## src/rtl/fsp_pkg.sv

```systemverilog
`default_nettype none
package fsp_pkg;
  // Status bit positions
  localparam int BIT_BUSY = 0;
  localparam int BIT_LATCH = 1;
  localparam int BIT_BP_LO = 2;
  localparam int BIT_BP_HI = 6;
  localparam int BIT_GUARD_LO = 7;
  localparam int BIT_GUARD_HI = 8;
  localparam int BIT_QUAD = 9;
  localparam int BIT_LOCK = 10;
  localparam int BIT_PERF = 13;
  localparam int BIT_INVERT = 14;
  localparam int BIT_SUS = 15;
  // Bits kept in the non-volatile store
  localparam logic [15:0] NV_MASK = 16'h47fc;
  // Value of the non-volatile word after a factory clear
  localparam logic [15:0] NV_DEFAULT = 16'h0000;
  // Command codes
  localparam logic [7:0] OP_LATCH_SET = 8'h06;
  localparam logic [7:0] OP_LATCH_CLEAR = 8'h04;
  localparam logic [7:0] OP_STATUS_WRITE = 8'h01;
  localparam logic [7:0] OP_PAGE_PROGRAM = 8'h02;
  localparam logic [7:0] OP_QUAD_PROGRAM = 8'h32;
  localparam logic [7:0] OP_SECTOR_ERASE = 8'h20;
  localparam logic [7:0] OP_BLOCK_ERASE32 = 8'h52;
  localparam logic [7:0] OP_BLOCK_ERASE64 = 8'hd8;
  localparam logic [7:0] OP_CHIP_ERASE_A = 8'hc7;
  localparam logic [7:0] OP_CHIP_ERASE_B = 8'h60;
  localparam logic [7:0] OP_QUAD_OUT_READ = 8'h6b;
  localparam logic [7:0] OP_QUAD_IO_READ = 8'heb;
  localparam logic [7:0] OP_QUAD_WORD_READ = 8'he7;
  localparam logic [7:0] OP_SUSPEND = 8'h75;
  localparam logic [7:0] OP_RESUME = 8'h7a;
  localparam logic [7:0] OP_RESET_ENABLE = 8'h66;
  localparam logic [7:0] OP_RESET = 8'h99;
  // Status write cell time; the figure is a plain default
  localparam int CLK_PERIOD_PS = 5000;
  localparam int SRW_TIME_NS = 1000;
  localparam int SRW_CYCLES_INT = (SRW_TIME_NS * 1000 + CLK_PERIOD_PS - 1) / CLK_PERIOD_PS;
  localparam logic [7:0] SRW_CYCLES = 8'(SRW_CYCLES_INT);
  localparam logic [7:0] TIMER_RESET = 8'h00;
endpackage : fsp_pkg
`default_nettype wire

```

## src/rtl/fsp_nv_store.sv

```systemverilog
`timescale 1ns/10ps
`default_nettype none
module fsp_nv_store (
  input wire logic sys_clk,
  input wire logic rstn,
  input wire logic wr_en,
  input wire logic [15:0] wr_data,
  output logic [15:0] rd_data_ff
);
  import fsp_pkg::*;
  // Cells carry no reset: they keep their word across a power cycle
  logic [15:0] cell_ff;
  logic [15:0] nxt_cell;
  logic [15:0] nxt_rd_data;

  // Write port and registered read
  always_comb begin
    nxt_cell = wr_en ? (wr_data & NV_MASK) : cell_ff;
    nxt_rd_data = rstn ? cell_ff : 16'h0000;
  end

  always_ff @(posedge sys_clk) begin
    cell_ff <= nxt_cell;
    rd_data_ff <= nxt_rd_data;
  end
endmodule : fsp_nv_store
`default_nettype wire

```

## src/rtl/fsp_status_reg.sv

```systemverilog
// Overview of operation
// - Busy flag high during program, erase, status write
// - Latch clear rejects status write, program, erase
// - Block guards non-volatile, set only by status write
// - Block guards change only outside hardware protection
// - Chip erase needs guards 000/invert0 or 111/invert1
// - Guard mode 00: writes allowed with latch set
// - Guard mode 01, protect pin low: writes refused
// - Guard mode 01, protect pin high: writes allowed
// - Guard mode 10 locks until power cycle, then 00
// - Guard mode 11 locks status writes until a factory clear
// - Quad enable non-volatile, default 0, repurposes pins
// - Security lock bit 10 sets once, cleared only by factory clear
// - Guard invert bit 14 non-volatile, default 0
// - High performance flag read-only, follows mode
// - Suspend flag bit 15 set by suspend
// - Suspend flag cleared by resume, reset, power
// - Latch set by enable, cleared by listed events
// - Quad commands honoured only with quad enable
`timescale 1ns/10ps
`default_nettype none
module fsp_status_reg (
  input wire logic sys_clk,
  input wire logic rstn,
  input wire logic cmd_strobe,
  input wire logic [7:0] cmd_opcode,
  input wire logic [15:0] cmd_wdata,
  input wire logic cmd_two_bytes,
  input wire logic protect_pin,
  input wire logic engine_busy,
  input wire logic high_perf_mode,
  input wire logic nv_factory_init,
  output logic [15:0] status_rdata_ff,
  output logic program_busy_flag_ff,
  output logic write_latch_flag_ff,
  output logic quad_lane_enable_ff,
  output logic security_lock_bit_ff,
  output logic [4:0] block_guard_bits_ff,
  output logic guard_invert_ff,
  output logic engine_start_ff,
  output logic [7:0] engine_opcode_ff,
  output logic suspend_req_ff,
  output logic resume_req_ff,
  output logic quad_read_go_ff,
  output logic cmd_reject_ff
);
  import fsp_pkg::*;

  typedef enum logic [1:0] {ST_FETCH, ST_LOAD, ST_IDLE, ST_SRW} fsp_state_type;

  // Lock decode of the guard mode bits and pin: 1 when writes are locked
  function automatic logic sr_locked(input logic [1:0] srp, input logic pin);
    case (srp)
      2'b00: sr_locked = 1'b0;
      2'b01: sr_locked = !pin;
      default: sr_locked = 1'b1;
    endcase
  endfunction : sr_locked

  // Merge written data into the non-volatile word
  function automatic logic [15:0] merge_nv(input logic [15:0] old, input logic [15:0] d,
                                           input logic two);
    logic [15:0] res;
    res = old;
    res[BIT_BP_HI:BIT_BP_LO] = d[BIT_BP_HI:BIT_BP_LO];
    res[BIT_GUARD_LO] = d[BIT_GUARD_LO];
    if (two) begin
      res[BIT_GUARD_HI] = d[BIT_GUARD_HI];
      res[BIT_QUAD] = d[BIT_QUAD];
      res[BIT_LOCK] = old[BIT_LOCK] | d[BIT_LOCK];
      res[BIT_INVERT] = d[BIT_INVERT];
    end
    merge_nv = res & NV_MASK;
  endfunction : merge_nv

  // Protect pin crosses in through two flops
  logic pin_meta_ff;
  logic pin_sync_ff;
  always_ff @(posedge sys_clk) begin
    if (!rstn) begin
      pin_meta_ff <= 1'b1;
      pin_sync_ff <= 1'b1;
    end else begin
      pin_meta_ff <= protect_pin;
      pin_sync_ff <= pin_meta_ff;
    end
  end

  fsp_state_type state_ff, nxt_state;
  logic [7:0] timer_ff, nxt_timer;
  logic [15:0] nv_ff, nxt_nv;
  logic [15:0] pend_ff, nxt_pend;
  logic latch_ff, nxt_latch;
  logic sus_ff, nxt_sus;
  logic arm_ff, nxt_arm;
  logic start_ff, nxt_start;
  logic [7:0] op_ff, nxt_op;
  logic susp_ff, nxt_susp;
  logic resm_ff, nxt_resm;
  logic qgo_ff, nxt_qgo;
  logic rej_ff, nxt_rej;
  logic nv_wr_en;
  logic [15:0] nv_wr_data;
  logic [15:0] nv_rd_data;
  logic pin_eff;
  logic busy_now;
  logic is_write_op;
  logic is_quad_op;
  logic ce_ok;

  fsp_nv_store u_nv (
    .sys_clk(sys_clk),
    .rstn(rstn),
    .wr_en(nv_wr_en),
    .wr_data(nv_wr_data),
    .rd_data_ff(nv_rd_data)
  );

  // With quad lanes on, the protect pin is a data lane and loses its guard role
  assign pin_eff = nv_ff[BIT_QUAD] ? 1'b1 : pin_sync_ff;
  assign busy_now = engine_busy | (state_ff == ST_SRW);
  assign is_quad_op = (cmd_opcode == OP_QUAD_OUT_READ) || (cmd_opcode == OP_QUAD_IO_READ) ||
                      (cmd_opcode == OP_QUAD_WORD_READ) || (cmd_opcode == OP_QUAD_PROGRAM);
  assign is_write_op = (cmd_opcode == OP_STATUS_WRITE) || (cmd_opcode == OP_PAGE_PROGRAM) ||
                       (cmd_opcode == OP_QUAD_PROGRAM) || (cmd_opcode == OP_SECTOR_ERASE) ||
                       (cmd_opcode == OP_BLOCK_ERASE32) || (cmd_opcode == OP_BLOCK_ERASE64) ||
                       (cmd_opcode == OP_CHIP_ERASE_A) || (cmd_opcode == OP_CHIP_ERASE_B);
  assign ce_ok = ((nv_ff[BIT_BP_LO+2:BIT_BP_LO] == 3'b000) && !nv_ff[BIT_INVERT]) ||
                 ((nv_ff[BIT_BP_LO+2:BIT_BP_LO] == 3'b111) && nv_ff[BIT_INVERT]);

  // Sequencing, command decode and store traffic
  always_comb begin
    nxt_state = state_ff;
    nxt_timer = timer_ff;
    nxt_nv = nv_ff;
    nxt_pend = pend_ff;
    nxt_latch = latch_ff;
    nxt_sus = sus_ff;
    nxt_arm = arm_ff;
    nxt_start = 1'b0;
    nxt_op = op_ff;
    nxt_susp = 1'b0;
    nxt_resm = 1'b0;
    nxt_qgo = 1'b0;
    nxt_rej = 1'b0;
    nv_wr_en = 1'b0;
    nv_wr_data = nv_ff;
    case (state_ff)
      ST_FETCH: nxt_state = ST_LOAD;
      ST_LOAD: begin
        // A power cycle ends the lock-down mode
        nxt_nv = nv_rd_data & NV_MASK;
        if (nv_rd_data[BIT_GUARD_HI:BIT_GUARD_LO] == 2'b10) begin
          nxt_nv[BIT_GUARD_HI:BIT_GUARD_LO] = 2'b00;
          nv_wr_en = 1'b1;
          nv_wr_data = nxt_nv;
        end
        nxt_state = ST_IDLE;
      end
      ST_SRW: begin
        // Cells commit at the end of the write time
        if (timer_ff <= 8'h01) begin
          nxt_nv = pend_ff;
          nv_wr_en = 1'b1;
          nv_wr_data = pend_ff;
          nxt_state = ST_IDLE;
          nxt_timer = TIMER_RESET;
        end else begin
          nxt_timer = timer_ff - 8'h01;
        end
      end
      ST_IDLE: begin
        if (nv_factory_init) begin
          nxt_nv = NV_DEFAULT;
          nv_wr_en = 1'b1;
          nv_wr_data = NV_DEFAULT;
        end
      end
      default: nxt_state = ST_FETCH;
    endcase
    // Commands are taken once the store has been loaded
    if (cmd_strobe && (state_ff == ST_IDLE || state_ff == ST_SRW)) begin
      nxt_arm = (cmd_opcode == OP_RESET_ENABLE);
      if (is_quad_op && !nv_ff[BIT_QUAD]) begin
        nxt_rej = 1'b1;
      end else if (is_write_op && (!latch_ff || busy_now)) begin
        nxt_rej = 1'b1;
      end else begin
        case (cmd_opcode)
          OP_LATCH_SET: nxt_latch = 1'b1;
          OP_LATCH_CLEAR: nxt_latch = 1'b0;
          OP_RESET: begin
            if (arm_ff) begin
              nxt_latch = 1'b0;
              nxt_sus = 1'b0;
            end
          end
          OP_STATUS_WRITE: begin
            if (sr_locked(nv_ff[BIT_GUARD_HI:BIT_GUARD_LO], pin_eff)) begin
              nxt_rej = 1'b1;
            end else begin
              nxt_latch = 1'b0;
              nxt_pend = merge_nv(nv_ff, cmd_wdata, cmd_two_bytes);
              nxt_state = ST_SRW;
              nxt_timer = SRW_CYCLES;
            end
          end
          OP_CHIP_ERASE_A, OP_CHIP_ERASE_B: begin
            if (ce_ok) begin
              nxt_latch = 1'b0;
              nxt_start = 1'b1;
              nxt_op = cmd_opcode;
            end else begin
              nxt_rej = 1'b1;
            end
          end
          OP_PAGE_PROGRAM, OP_QUAD_PROGRAM, OP_SECTOR_ERASE, OP_BLOCK_ERASE32,
          OP_BLOCK_ERASE64: begin
            nxt_latch = 1'b0;
            nxt_start = 1'b1;
            nxt_op = cmd_opcode;
          end
          OP_QUAD_OUT_READ, OP_QUAD_IO_READ, OP_QUAD_WORD_READ: nxt_qgo = 1'b1;
          OP_SUSPEND: begin
            if (engine_busy && !sus_ff) begin
              nxt_sus = 1'b1;
              nxt_susp = 1'b1;
            end
          end
          OP_RESUME: begin
            if (sus_ff) begin
              nxt_sus = 1'b0;
              nxt_resm = 1'b1;
            end
          end
          default: nxt_rej = 1'b0;
        endcase
      end
    end
  end

  always_ff @(posedge sys_clk) begin
    if (!rstn) begin
      state_ff <= ST_FETCH;
      timer_ff <= TIMER_RESET;
      nv_ff <= NV_DEFAULT;
      pend_ff <= NV_DEFAULT;
      latch_ff <= 1'b0;
      sus_ff <= 1'b0;
      arm_ff <= 1'b0;
      start_ff <= 1'b0;
      op_ff <= 8'h00;
      susp_ff <= 1'b0;
      resm_ff <= 1'b0;
      qgo_ff <= 1'b0;
      rej_ff <= 1'b0;
    end else begin
      state_ff <= nxt_state;
      timer_ff <= nxt_timer;
      nv_ff <= nxt_nv;
      pend_ff <= nxt_pend;
      latch_ff <= nxt_latch;
      sus_ff <= nxt_sus;
      arm_ff <= nxt_arm;
      start_ff <= nxt_start;
      op_ff <= nxt_op;
      susp_ff <= nxt_susp;
      resm_ff <= nxt_resm;
      qgo_ff <= nxt_qgo;
      rej_ff <= nxt_rej;
    end
  end

  // Read image and output registers
  logic [15:0] nxt_rdata;
  always_comb begin
    nxt_rdata = 16'h0000;
    nxt_rdata[BIT_BUSY] = busy_now;
    nxt_rdata[BIT_LATCH] = latch_ff;
    nxt_rdata[BIT_BP_HI:BIT_BP_LO] = nv_ff[BIT_BP_HI:BIT_BP_LO];
    nxt_rdata[BIT_GUARD_LO] = nv_ff[BIT_GUARD_LO];
    nxt_rdata[BIT_GUARD_HI] = nv_ff[BIT_GUARD_HI];
    nxt_rdata[BIT_QUAD] = nv_ff[BIT_QUAD];
    nxt_rdata[BIT_LOCK] = nv_ff[BIT_LOCK];
    nxt_rdata[BIT_PERF] = high_perf_mode;
    nxt_rdata[BIT_INVERT] = nv_ff[BIT_INVERT];
    nxt_rdata[BIT_SUS] = sus_ff;
  end

  always_ff @(posedge sys_clk) begin
    if (!rstn) begin
      status_rdata_ff <= 16'h0000;
      program_busy_flag_ff <= 1'b0;
      write_latch_flag_ff <= 1'b0;
      quad_lane_enable_ff <= 1'b0;
      security_lock_bit_ff <= 1'b0;
      block_guard_bits_ff <= 5'h00;
      guard_invert_ff <= 1'b0;
    end else begin
      status_rdata_ff <= nxt_rdata;
      program_busy_flag_ff <= busy_now;
      write_latch_flag_ff <= latch_ff;
      quad_lane_enable_ff <= nv_ff[BIT_QUAD];
      security_lock_bit_ff <= nv_ff[BIT_LOCK];
      block_guard_bits_ff <= nv_ff[BIT_BP_HI:BIT_BP_LO];
      guard_invert_ff <= nv_ff[BIT_INVERT];
    end
  end

  assign engine_start_ff = start_ff;
  assign engine_opcode_ff = op_ff;
  assign suspend_req_ff = susp_ff;
  assign resume_req_ff = resm_ff;
  assign quad_read_go_ff = qgo_ff;
  assign cmd_reject_ff = rej_ff;

  // Checks next to the logic they guard
  property p_busy_map;
    @(posedge sys_clk) disable iff (!rstn) 1'b1 |=> (status_rdata_ff[BIT_BUSY] == $past(busy_now));
  endproperty
  a_busy_map: assert property (p_busy_map) else $error("busy bit wrong");
  property p_no_latch_reject;
    @(posedge sys_clk) disable iff (!rstn)
      (cmd_strobe && state_ff == ST_IDLE && is_write_op && !latch_ff) |=> (rej_ff && !start_ff);
  endproperty
  a_no_latch_reject: assert property (p_no_latch_reject) else $error("write without latch");
  property p_bp_stable;
    @(posedge sys_clk) disable iff (!rstn)
      (state_ff == ST_IDLE && !nv_factory_init) |=> $stable(nv_ff[BIT_BP_HI:BIT_BP_LO]);
  endproperty
  a_bp_stable: assert property (p_bp_stable) else $error("guards moved outside a write");
  property p_ce_guard;
    @(posedge sys_clk) disable iff (!rstn)
      (start_ff && (op_ff == OP_CHIP_ERASE_A || op_ff == OP_CHIP_ERASE_B)) |-> $past(ce_ok);
  endproperty
  a_ce_guard: assert property (p_ce_guard) else $error("chip erase under guard");
  property p_hw_lock;
    @(posedge sys_clk) disable iff (!rstn)
      (cmd_strobe && state_ff == ST_IDLE && cmd_opcode == OP_STATUS_WRITE &&
       sr_locked(nv_ff[BIT_GUARD_HI:BIT_GUARD_LO], pin_eff)) |=> (state_ff != ST_SRW);
  endproperty
  a_hw_lock: assert property (p_hw_lock) else $error("locked status written");
  property p_srw_len;
    @(posedge sys_clk) disable iff (!rstn)
      $rose(state_ff == ST_SRW) |-> (state_ff == ST_SRW) [*8];
  endproperty
  a_srw_len: assert property (p_srw_len) else $error("status write too short");
  property p_lock_sticky;
    @(posedge sys_clk) disable iff (!rstn)
      (nv_ff[BIT_LOCK] && !nv_factory_init && state_ff != ST_LOAD) |=> nv_ff[BIT_LOCK];
  endproperty
  a_lock_sticky: assert property (p_lock_sticky) else $error("security lock cleared");
  property p_sus_set;
    @(posedge sys_clk) disable iff (!rstn)
      (cmd_strobe && state_ff == ST_IDLE && cmd_opcode == OP_SUSPEND && engine_busy && !sus_ff)
      |=> ##1 status_rdata_ff[BIT_SUS];
  endproperty
  a_sus_set: assert property (p_sus_set) else $error("suspend flag not set");
  property p_wel_set;
    @(posedge sys_clk) disable iff (!rstn)
      (cmd_strobe && state_ff == ST_IDLE && cmd_opcode == OP_LATCH_SET) |=> ##1 write_latch_flag_ff;
  endproperty
  a_wel_set: assert property (p_wel_set) else $error("latch not set");
  property p_reserved;
    @(posedge sys_clk) disable iff (!rstn) status_rdata_ff[12:11] == 2'b00;
  endproperty
  a_reserved: assert property (p_reserved) else $error("reserved bits set");
  property p_quad_gate;
    @(posedge sys_clk) disable iff (!rstn) qgo_ff |-> $past(nv_ff[BIT_QUAD]);
  endproperty
  a_quad_gate: assert property (p_quad_gate) else $error("quad read without enable");
  c_srw_done: cover property (@(posedge sys_clk) disable iff (!rstn) $fell(state_ff == ST_SRW));
  c_ce_start: cover property (@(posedge sys_clk) disable iff (!rstn)
    start_ff && op_ff == OP_CHIP_ERASE_A);
  c_suspend: cover property (@(posedge sys_clk) disable iff (!rstn) susp_ff ##[1:50] resm_ff);
  c_reject: cover property (@(posedge sys_clk) disable iff (!rstn) rej_ff);
endmodule : fsp_status_reg
`default_nettype wire

```

## config.mk

```make
export PLATFORM = sky130hd
export DESIGN_NAME = fsp_status_reg
export DESIGN_NICKNAME = d
export VERILOG_FILES = /design/src/rtl/fsp_pkg.sv /design/src/rtl/fsp_nv_store.sv /design/src/rtl/fsp_status_reg.sv
export SDC_FILE = /design/constraint.sdc
export NUM_CORES = 1
export LEC_CHECK = 0
export BUFFER_PORTS_ARGS = -buffer_cell sky130_fd_sc_hd__buf_2
export CORE_UTILIZATION = 50
export DETAILED_ROUTE_END_ITERATION = 7
export MAX_ROUTING_LAYER = met4
export PLACE_DENSITY = 0.76
export SYNTH_ARGS = -nofsm -noshare
export SYNTH_HDL_FRONTEND = slang
export SYNTH_SLANG_ARGS = --single-unit
```

## constraint.sdc

```tcl
create_clock -name sys_clk -period 2.3 [get_ports sys_clk]
set_input_delay 0.46 -clock sys_clk [delete_from_list [all_inputs] [get_ports sys_clk]]
set_output_delay 0.46 -clock sys_clk [all_outputs]
set_load 0.01 [all_outputs]
```

Yosys cells after proc, flatten, opt, wreduce, memory -nomap -nowiden
Cells that the tools add are included.
{ "op_classes": {"n_shift": 0, "n_mul": 0, "n_eq_ne": 27, "muxes": 50, "n_lt_le_gt_ge": 1, "bitwise_logic": 9, "reduce_logical": 43, "add_sub_neg": 1, "div_mod_pow": 0} }
{ "ops": {"columns": ["operator", "n"], "rows": [
  ["two-way mux 8 bit", 8],
  ["equality test 8 x 7 -> 1 bit, second input constant", 6],
  ["one-hot mux 16 bit (3 select lines)", 1],
  ["one-hot mux 15 bit (3 select lines)", 1],
  ["equality test 8 bit, second input constant", 5],
  ["two-way mux 16 bit", 2],
  ["two-way mux 1 bit", 21],
  ["equality test 8 x 3 -> 1 bit, second input constant", 2],
  ["equality test 8 x 6 -> 1 bit, second input constant", 2],
  ["one-hot mux 8 bit (2 select lines)", 1],
  ["two-way mux 15 bit", 1],
  ["OR reduction 5 bit", 3],
  ["two-way mux 2 bit", 7],
  ["logical OR 1 bit", 13],
  ["AND reduction 5 bit", 2],
  ["equality test 8 x 1 -> 1 bit, second input constant", 1],
  ["equality test 8 x 2 -> 1 bit, second input constant", 1],
  ["<= comparator 8 x 1 -> 1 bit, second input constant", 1],
  ["inequality test 2 bit, second input constant", 4],
  ["subtractor 8 x 1 -> 8 bit, second input constant", 1],
  ["NOT 1 bit", 7],
  ["AND reduction 7 bit", 1],
  ["equality test 2 bit, second input constant", 3],
  ["logical AND 1 bit", 6],
  ["other kinds (20)", 31]
]} }
{ "word_totals": {"ff_bits": 100, "memories": 0, "latch_bits": 0, "output_inout_bits": 39, "input_bits": 32, "rom_bits": 0, "mem_bits_rw": 0} }

Depth between registers and ports, before layout
Gate-level depths: netlist of run 1.
{ "logic_depth": {"ltp_word": 17, "ltp_mapped": 9, "mapped_depth_nobuf": 8} }

Cells and area by module
Synthesis of run 1 repeated with hierarchy kept, for this count alone.
{ "hier_totals": {"cells_unflattened": 407, "area_unflattened_um2": 3883.7} }
{ "by_module_without_submodules": {"columns": ["module", "instances", "cells_each", "area_per_inst_um2", "seq_area_each_um2"], "rows": [
  ["fsp_status_reg", 1, 370, 3271.9, 1361.3],
  ["fsp_nv_store", 1, 37, 611.8, 500.5]
]} }

Least setup slack after synthesis of run 1
No wires, ideal clock.
{ "synth_path": {"kind": "reg-to-reg", "start": "register timer_ff[2]", "end": "register u_nv.cell_ff[10] (enable)", "n_path_buf": 0, "path_stages_with_launch": 7, "arrival_ps": 1873, "setup_time_ps": 334, "setup_slack_ps": 93, "path_cell_list": "dfxtp_1 or4_4 nor4_4 and2_4 a211oi_2 or2_1 inv_1"} }
{ "synth_via": {"elab_chain_cells": 3} }
{ "synth_rtl": {"columns": ["item", "line", "text"], "rows": [
  ["start: declaration", "fsp_status_reg.sv:90", "logic [7:0] timer_ff, nxt_timer;"],
  ["start signal: assignment", "fsp_status_reg.sv:259", "timer_ff <= nxt_timer;"],
  ["<= comparator 8 x 1 -> 1 bit", "fsp_status_reg.sv:162", "if (timer_ff <= 8'h01) begin"],
  ["two-way mux 1 bit", "fsp_status_reg.sv:162", null],
  ["one-hot mux 1 bit (3 select lines)", "fsp_status_reg.sv:148", "case (state_ff)"],
  ["net nv_wr_en", "fsp_status_reg.sv:102", "logic nv_wr_en;"],
  ["end signal: assignment", "fsp_nv_store.sv:23", "cell_ff <= nxt_cell;"],
  ["end: declaration", "fsp_nv_store.sv:12", "logic [15:0] cell_ff;"]
]} }
The timed path passes the listed nets, and every way through them passes these cells.
A chain may end at the register's enable or synchronous reset.

Worst setup path in the final report of run 1
{ "layout_path": {"start": "register timer_ff[2]", "end": "register u_nv.cell_ff[5] (enable)"} }
The elaborated chain is that of the path after synthesis.

==> qor.yml, run 1 <==
synth:
  synthTopCellsByArea: "dfxtp_1 39%, edfxtp_1 8.1%, and2_1 4.4%"
  ys_seq_area_share_pct: 47.0
  synth_mux_area_share_pct: 4.09
  synth_ff_type: "dfxtp_1"
  syn_area_um2: 3710
  synth_compound_area_share_pct: 15.3
  synth-seq-cells: 82
  synth_edf_count: 10
  async_flop_share_pct: 0
  netlist_instances: 402
  yosysTopAreaCellShare_pct: 38.9
  synthXorXnorAreaFrac_pct: 0.945
  yosys.area_share.simple_pct: 25.9
  yosys_warnings: 0
  synth_area_leader_cell: "dfxtp_1"
  ys_types: 59
  syn_area_per_cell_um2: 9.22
  synth_top_family_by_area: "simple AND/OR/NAND/NOR gates"
  synth_adder_area_share_pct: 0.675
die:
  num_rows: 31
  die_h_um: 88.1
  pin_count: 71
  die_w_um: 88.1
  start_util_pct: 51.4
  dieArea_um2: 7760
  coreArea_um2: 7210
drt:
  drt_wl_total_um: 8220
  post_drt_wl_per_cell_um: 14.4
  highest_layer: "met4"
  dr_wl_met2_um: 3930
  dr.pass1.iters: 5
  wl_met3_um: 453
  wl_met1_um: 3640
  dr.first_iter.drc_count: 259
  drcViolationCount: 0
  vias: 3166
  viasPerCell: 5.53
  antenna_left: 0
min_path:
  holdCritPathClass: "in2reg"
  hold_depth: 2
  hold_path_end: "pin_meta_ff$_SDFF_PN1_"
  worstHoldStart: "protect_pin"
critical_path:
  crit_path_max_fanout: 7
  end_kind: "flop"
  r2r-end: "u_nv.cell_ff[5]$_DFFE_PP_"
  required_ps: 2370
  rr_worst_depth: 7
  crit_type: "reg2reg"
  critical_path_arrival_ps: 2300
  worst_setup_path_start_kind: "flop"
  reg2reg_from: "timer_ff[2]$_SDFF_PN0_"
  reg2reg_slack_ps: 70
sta:
  hold_violations: 0
  fin_skew_ps: 9.08
  fin_crit_ps: 2230
  timing.fmax_ghz: 0.449
  relSlewSlack_pct: 67.3
  worst_pin_slew_ps: 484
  final_max_slew_viol_count: 0
  finalCritPeriodShare_pct: 96.9
  setup_viol: 0
  fin_setup_tns_ps: 0
layout:
  insertedDiodeCount: 0
  seqCellArea_um2: 1740
  drive_gt1_share_pct: 24.5
  nets: 502
  nFillCells: 655
  multiInputGateArea_um2: 1770
  fin_util_pct: 60.7
  fin_area_um2: 4380
  areaGrowthSynthToFinish_pct: 18.1
pwr:
  clock_power_share_pct: 34.0
  p_leak_nw: 1.84
  p_int_mw: 2.26
  p_switching_mw: 0.803
  p_per_area_nw_per_um2: 699
  p_seq_share_pct: 51.2
  p_sw_share_pct: 26.2
  total_power_mw: 3.06
  combPwrFrac_pct: 14.8
  ir_drop_mv: 0.385
clock_tree:
  insertion_delay_ps: 350
  numCtsBuffers: 9
  clkSinkCount: 82
  h-tree-depth: 3
  hold_buffers: 0
  cts_tree: "yes"
  clk_pin_slew_ps: 80
  clock_path_buffers: 2
  cts-root-buf: "clkbuf_8"
run:
  drv_cap: 0
global_routing:
  grt_pass1_wl_um: 13100
  grt_antenna_before_repair: 0
  grt_usage_pct: 22.8
  grt_pass1_vias: 2813
  grt_max_degree: 30
  overflow: 0
placed_design:
  hpwlAfterDp_um: 5780
  place.gp.congestion: 0.871
  postPlaceCellArea_um2: 4130
  port_buffers: 62
status:
  status: "completed"
==> power groups by stage <==
stage                     combinational [mW]  sequential [mW]  clock [mW]
after floorplan                        0.288             1.59           0
after global placement                 0.401             1.59           0
after detailed placement               0.409             1.60           0
after CTS                              0.411             1.56        1.05
after global routing                   0.496             1.57        1.12
final                                  0.453             1.57        1.04
==> sequential cells by signal, summed over array words and instances, names as in the netlist, 2 cells and up <==
signal and cells:
timer_ff 8, state_ff 2, pend_ff 10, nv_ff 10, engine_opcode_ff 8, status_rdata_ff 14
u_nv.rd_data_ff 10, u_nv.cell_ff 10
==> synth_stat cells, drive strengths merged, types with 3 or more instances <==
cell type	n
dfxtp	72
nand2	39
and2	27
nand3	26
o21ai	24
a21oi	21
buf	21
nor2	21
mux2i	14
clkbuf	13
nor3	11
edfxtp	10
inv	9
nor2b	7
a21boi	6
nand2b	5
nor4	5
nor4b	5
a221oi	4
o211a	4
o21a	4
a221o	3
a31oi	3
and3	3
nand4	3
o22ai	3
xnor2	3
==> kinds of logic after synthesis <==
family | after synthesis
compound gates | 85
xor+xnor | 4
fa+ha+maj | 2
buf+inv | 43
flops | 82
mux | 15
other cells | 1
simple gates | 170
==> worst max path at each step <==
stage / start / to / slack, ps / depth (start not counted)
2_1_floorplan: timer_ff[2]$_SDFF_PN0_ / u_nv.cell_ff[10]$_DFFE_PP_ / 90 / 6
3_3_place_gp: cmd_opcode[0] / suspend_req_ff$_SDFF_PP0_ / 50 / 7
3_5_place_dp: cmd_opcode[0] / suspend_req_ff$_SDFF_PP0_ / 30 / 7
4_1_cts: timer_ff[3]$_SDFF_PN0_ / u_nv.cell_ff[5]$_DFFE_PP_ / 60 / 7
5_1_grt: timer_ff[2]$_SDFF_PN0_ / u_nv.cell_ff[9]$_DFFE_PP_ / -20 / 7
6_report: timer_ff[2]$_SDFF_PN0_ / u_nv.cell_ff[5]$_DFFE_PP_ / 70 / 7
==> critical path: stages (launching register included) <==
cell and delay [ps]:
dfxtp_2 330, or4_4 570, nor4_4 290, and2_4 220
a211oi_4 60, or2_4 260, inv_2 80, buf_6 130
==> per-stage QoR <==
step / setup WS (ps) / hold slack (ps) / std cells
finish: 71.3 / 306 / 572
global route: -16.6 / 304 / 572
global placement: 47.5 / 392 / 553
floorplan: 93.2 / 386 / 403
CTS: 63.4 / 298 / 569
detailed placement: 29.5 / 394 / 553
==> per-layer routing <==
metal  up-vias  GRT usage [%]
met3        22           4.71
li1       1564              -
met2       119           35.5
met1      1461           28.6
met5         -              -
met4         0           9.97
==> cell usage in the layout (no fill, tap or decap), types with 3 or more instances in the layout <==
cell and instances:
xnor2_1 3, buf_4 24, o22ai_1 3, nor2_1 21, o21a_1 4, inv_1 8, o21ai_0 22, nand2_1 39
mux2i_1 13, a21oi_1 19, nand2b_1 5, a31oi_1 3, a221o_1 3, dfxtp_1 71, a21boi_0 6, clkbuf_8 10
edfxtp_1 10, nor2b_1 7, nand4_1 3, and3_1 3, nor4_1 3, nor3_1 11, nor4b_1 5, o211a_1 4
a221oi_1 4, buf_2 62, nand3_1 26, and2_1 26
==> cell type report <==
cell class	instances	share of cell area (%)
Tap cell	99	2.83
Multi-Input combinational cell	278	40.4
Inverter	9	0.772
Clock buffer	12	3.32
Clock inverter	4	1.17
Timing Repair Buffer	88	11.7
Sequential cell	82	39.8
==> repair_timing <==
action,4_1_cts,5_1_grt
endpoints found under the hold margin,0,0
pin swaps,1,4
setup buffers,0,3
resized for setup,0,9
setup endpoints to repair,7,8
No activity file was read; power rests on OpenSTA's default activity.
==> run 2, diff against run 1 <==
Settings changed: CELL_PAD_IN_SITES_DETAIL_PLACEMENT from default to 0, CELL_PAD_IN_SITES_GLOBAL_PLACEMENT from default to 1, CORE_UTILIZATION 50 to 37, PLACE_DENSITY 0.76 to default, PLACE_DENSITY_LB_ADDON from default to 0.1.
==> run 2 against run 1 <==
Against the previous run: maximum frequency up 2.2%; die area up 34%; critical path depth stayed put; setup slack gained 48 ps; clock power about the same; worst hold slack better by 7.8 ps; combinational power barely moved; non-clock buffer count increased by 6; clock-buffer cell count is 2 lower; register-to-register slack better by 50 ps; critical path type unchanged; largest cell class unchanged.
==> qor.yml, run 2 (synthesis gave the netlist of run 1 again) <==
min_path:
  hold_depth: 2  # unchanged
  hold_path_end: "status_rdata_ff[13]$_SDFF_PN0_"  # was pin_meta_ff$_SDFF_PN1_
  worstHoldStart: "high_perf_mode"  # was protect_pin
  holdCritPathClass: "in2reg"  # unchanged
critical_path:
  reg2reg_from: "timer_ff[3]$_SDFF_PN0_"  # was timer_ff[2]$_SDFF_PN0_
  reg2reg_slack_ps: 120  # was 70 ps
  path_cells: "or4_4, nor4_4, and2_4, a211oi_4, or2_1, inv_1, buf_4"  # was or4_4, nor4_4, and2_4, a211oi_4, or2_4, inv_2, buf_6
  worst_setup_path_start_kind: "flop"  # unchanged
  required_ps: 2370  # about the same
  critical_path_arrival_ps: 2250  # was 2300 ps
  critical_path_buf_inv_count: 2  # unchanged
  r2r-end: "u_nv.cell_ff[5]$_DFFE_PP_"  # unchanged
  rr_worst_depth: 7  # unchanged
  slowest_stage: "or4_4"  # unchanged
  crit_path_max_incr_delay_ps: 570  # about the same
  crit_path_max_fanout: 6  # was 7
  crit_type: "reg2reg"  # unchanged
  critPathTopFamily: "simple AND/OR/NAND/NOR gates"  # unchanged
  end_kind: "flop"  # unchanged
layout:
  largest-register: "status_rdata_ff"  # unchanged
  drive_gt1_share_pct: 24.2  # was 24.5%
  areaGrowthSynthToFinish_pct: 20.3  # was 18.1%
  largest_reg_flops: 14  # unchanged
  insertedDiodeCount: 0  # unchanged
  nets: 508  # was 502
  final_cell_mix: "72 x dfxtp_1, 62 x buf_2, 39 x nand2_1"  # was 71 x dfxtp_1, 62 x buf_2, 39 x nand2_1
  final_common_cell: "dfxtp_1"  # unchanged
clock_tree:
  cts-root-buf: "clkbuf_8"  # unchanged
  clk_pin_slew_ps: 80  # about the same
  cts_tree: "yes"  # unchanged
  clock_path_buffers: 2  # unchanged
  numCtsBuffers: 9  # unchanged
  clkSinkCount: 82  # unchanged
  h-tree-depth: 3  # unchanged
  insertion_delay_ps: 350  # about the same
die:
  num_rows: 36  # was 31
  dieArea_um2: 10400  # was 7760 µm²
  start_util_pct: 38.1  # was 51.4%
  die_w_um: 102  # was 88.1 µm
  coreArea_um2: 9730  # was 7210 µm²
  pin_count: 71  # unchanged
  die_h_um: 102  # was 88.1 µm
pwr:
  p_int_mw: 2.21  # was 2.26 mW
  clock_power_share_pct: 33.3  # was 34.0%
  ir_drop_mv: 0.336  # was 0.385 mV
  combPwrFrac_pct: 15.1  # was 14.8%
  p_per_area_nw_per_um2: 678  # was 699 nW/µm²
  p_seq_share_pct: 51.6  # was 51.2%
  p_switching_mw: 0.812  # was 0.803 mW
  p_sw_share_pct: 26.8  # was 26.2%
  p_leak_nw: 1.88  # was 1.84 nW
sta:
  fin_setup_tns_ps: 0  # unchanged
  hold_violations: 0  # unchanged
  rsz0062_at_grt: "false"
  final_max_slew_viol_count: 0  # unchanged
  finalCritPeriodShare_pct: 94.8  # was 96.9%
  timing.fmax_ghz: 0.459  # was 0.449 GHz
  setup_viol: 0  # unchanged
  fin_skew_ps: 12.8  # was 9.08 ps
  holdWs_ps: 314  # was 306 ps
  fin_crit_ps: 2180  # was 2230 ps
drt:
  drt_wl_total_um: 8720  # was 8220 µm
  dr.pass1.iters: 4  # was 5
  dr.first_iter.drc_count: 75  # was 259
  viasPerCell: 5.05  # was 5.53
  vias: 3091  # was 3,166
  post_drt_wl_per_cell_um: 14.3  # was 14.4 µm
  drcViolationCount: 0  # unchanged
  antenna_left: 0  # unchanged
global_routing:
  grt_usage_pct: 18.7  # was 22.8%
  grt_pass1_wl_um: 14300  # was 13,100 µm
  grt_pass1_vias: 2848  # was 2,813
  grt_max_degree: 28  # was 30
  grt_antenna_before_repair: 0  # unchanged
  overflow: 0  # unchanged
placed_design:
  place.gp.congestion: 0.855  # was 0.871
  port_buffers: 62  # unchanged
  hpwlAfterDp_um: 6510  # was 5780 µm
status:
  status: "completed"  # unchanged
run:
  drv_cap: 0  # unchanged
-- run 2: how the worst max path moves through the flow --
stage,to,slack (ps),cells after the start,from
after floorplan,u_nv.cell_ff[10]$_DFFE_PP_,90,6,timer_ff[2]$_SDFF_PN0_
after global placement,suspend_req_ff$_SDFF_PP0_,30,7,cmd_opcode[0]
after detailed placement,suspend_req_ff$_SDFF_PP0_,40,7,cmd_opcode[0]
after CTS,u_nv.cell_ff[6]$_DFFE_PP_,70,7,timer_ff[3]$_SDFF_PN0_
after global routing,u_nv.cell_ff[6]$_DFFE_PP_,50,7,timer_ff[3]$_SDFF_PN0_
final,u_nv.cell_ff[5]$_DFFE_PP_,120,7,timer_ff[3]$_SDFF_PN0_
-- run 2: what timing repair did --
action / in CTS / in global routing
hold buffers: 0 / 0
resized for setup: 0 / 2
buffers inserted: 0 / 1
setup endpoints to repair: 0 / 12
-- run 2: metrics by stage --
stage               cells  total power, mW  setup WS, ps  instance area [µm²]  utilization (%)
floorplan             403             1.88          93.2                 3710                -
global route          612             3.18          48.4                 4460             45.8
detailed placement    595             2.04          39.0                 4260             43.7
CTS                   611             3.05          65.9                 4440             45.6
finish                612             3.03           120                 4460             45.8
global placement      595             2.03          33.1                 4260             43.7
-- run 2: power by group through the flow --
stage | clock network, mW | logic [mW] | registers [mW]
after floorplan | 0 | 0.288 | 1.59
after global placement | 0 | 0.436 | 1.59
after detailed placement | 0 | 0.444 | 1.59
after CTS | 1.05 | 0.445 | 1.56
after global routing | 1.11 | 0.500 | 1.57
final | 1.01 | 0.456 | 1.56
-- run 2: final cells by class --
cell class	count	area (µm²)
repair buffers	94	579
inverters	9	33.8
clock inverters	6	57.6
clock buffers	10	128
flip-flops and latches	82	1740
multi-input cells	278	1750
fillers	992	5270
well taps	133	166
-- run 2: worst register-to-register path: cells and delay by family (launching register included) --
| kind | cells | cell delay, ps |
|---|---|---|
| simple gates | 4 | 1290 |
| compound gates | 1 | 70 |
| flops | 1 | 320 |
| buf+inv | 2 | 220 |
-- run 2: layer usage --
layer / wire length [µm] / part of all wire (%) / global-route usage [%] / vias to the layer above
li1: - / - / - / 1570
met1: 4050 / 46 / 23.2 / 1445
met2: 4150 / 48 / 29.3 / 68
met3: 430 / 4.9 / 5.40 / 8
met4: 89 / 1.0 / 5.71 / 0
met5: 0 / 0 / - / -
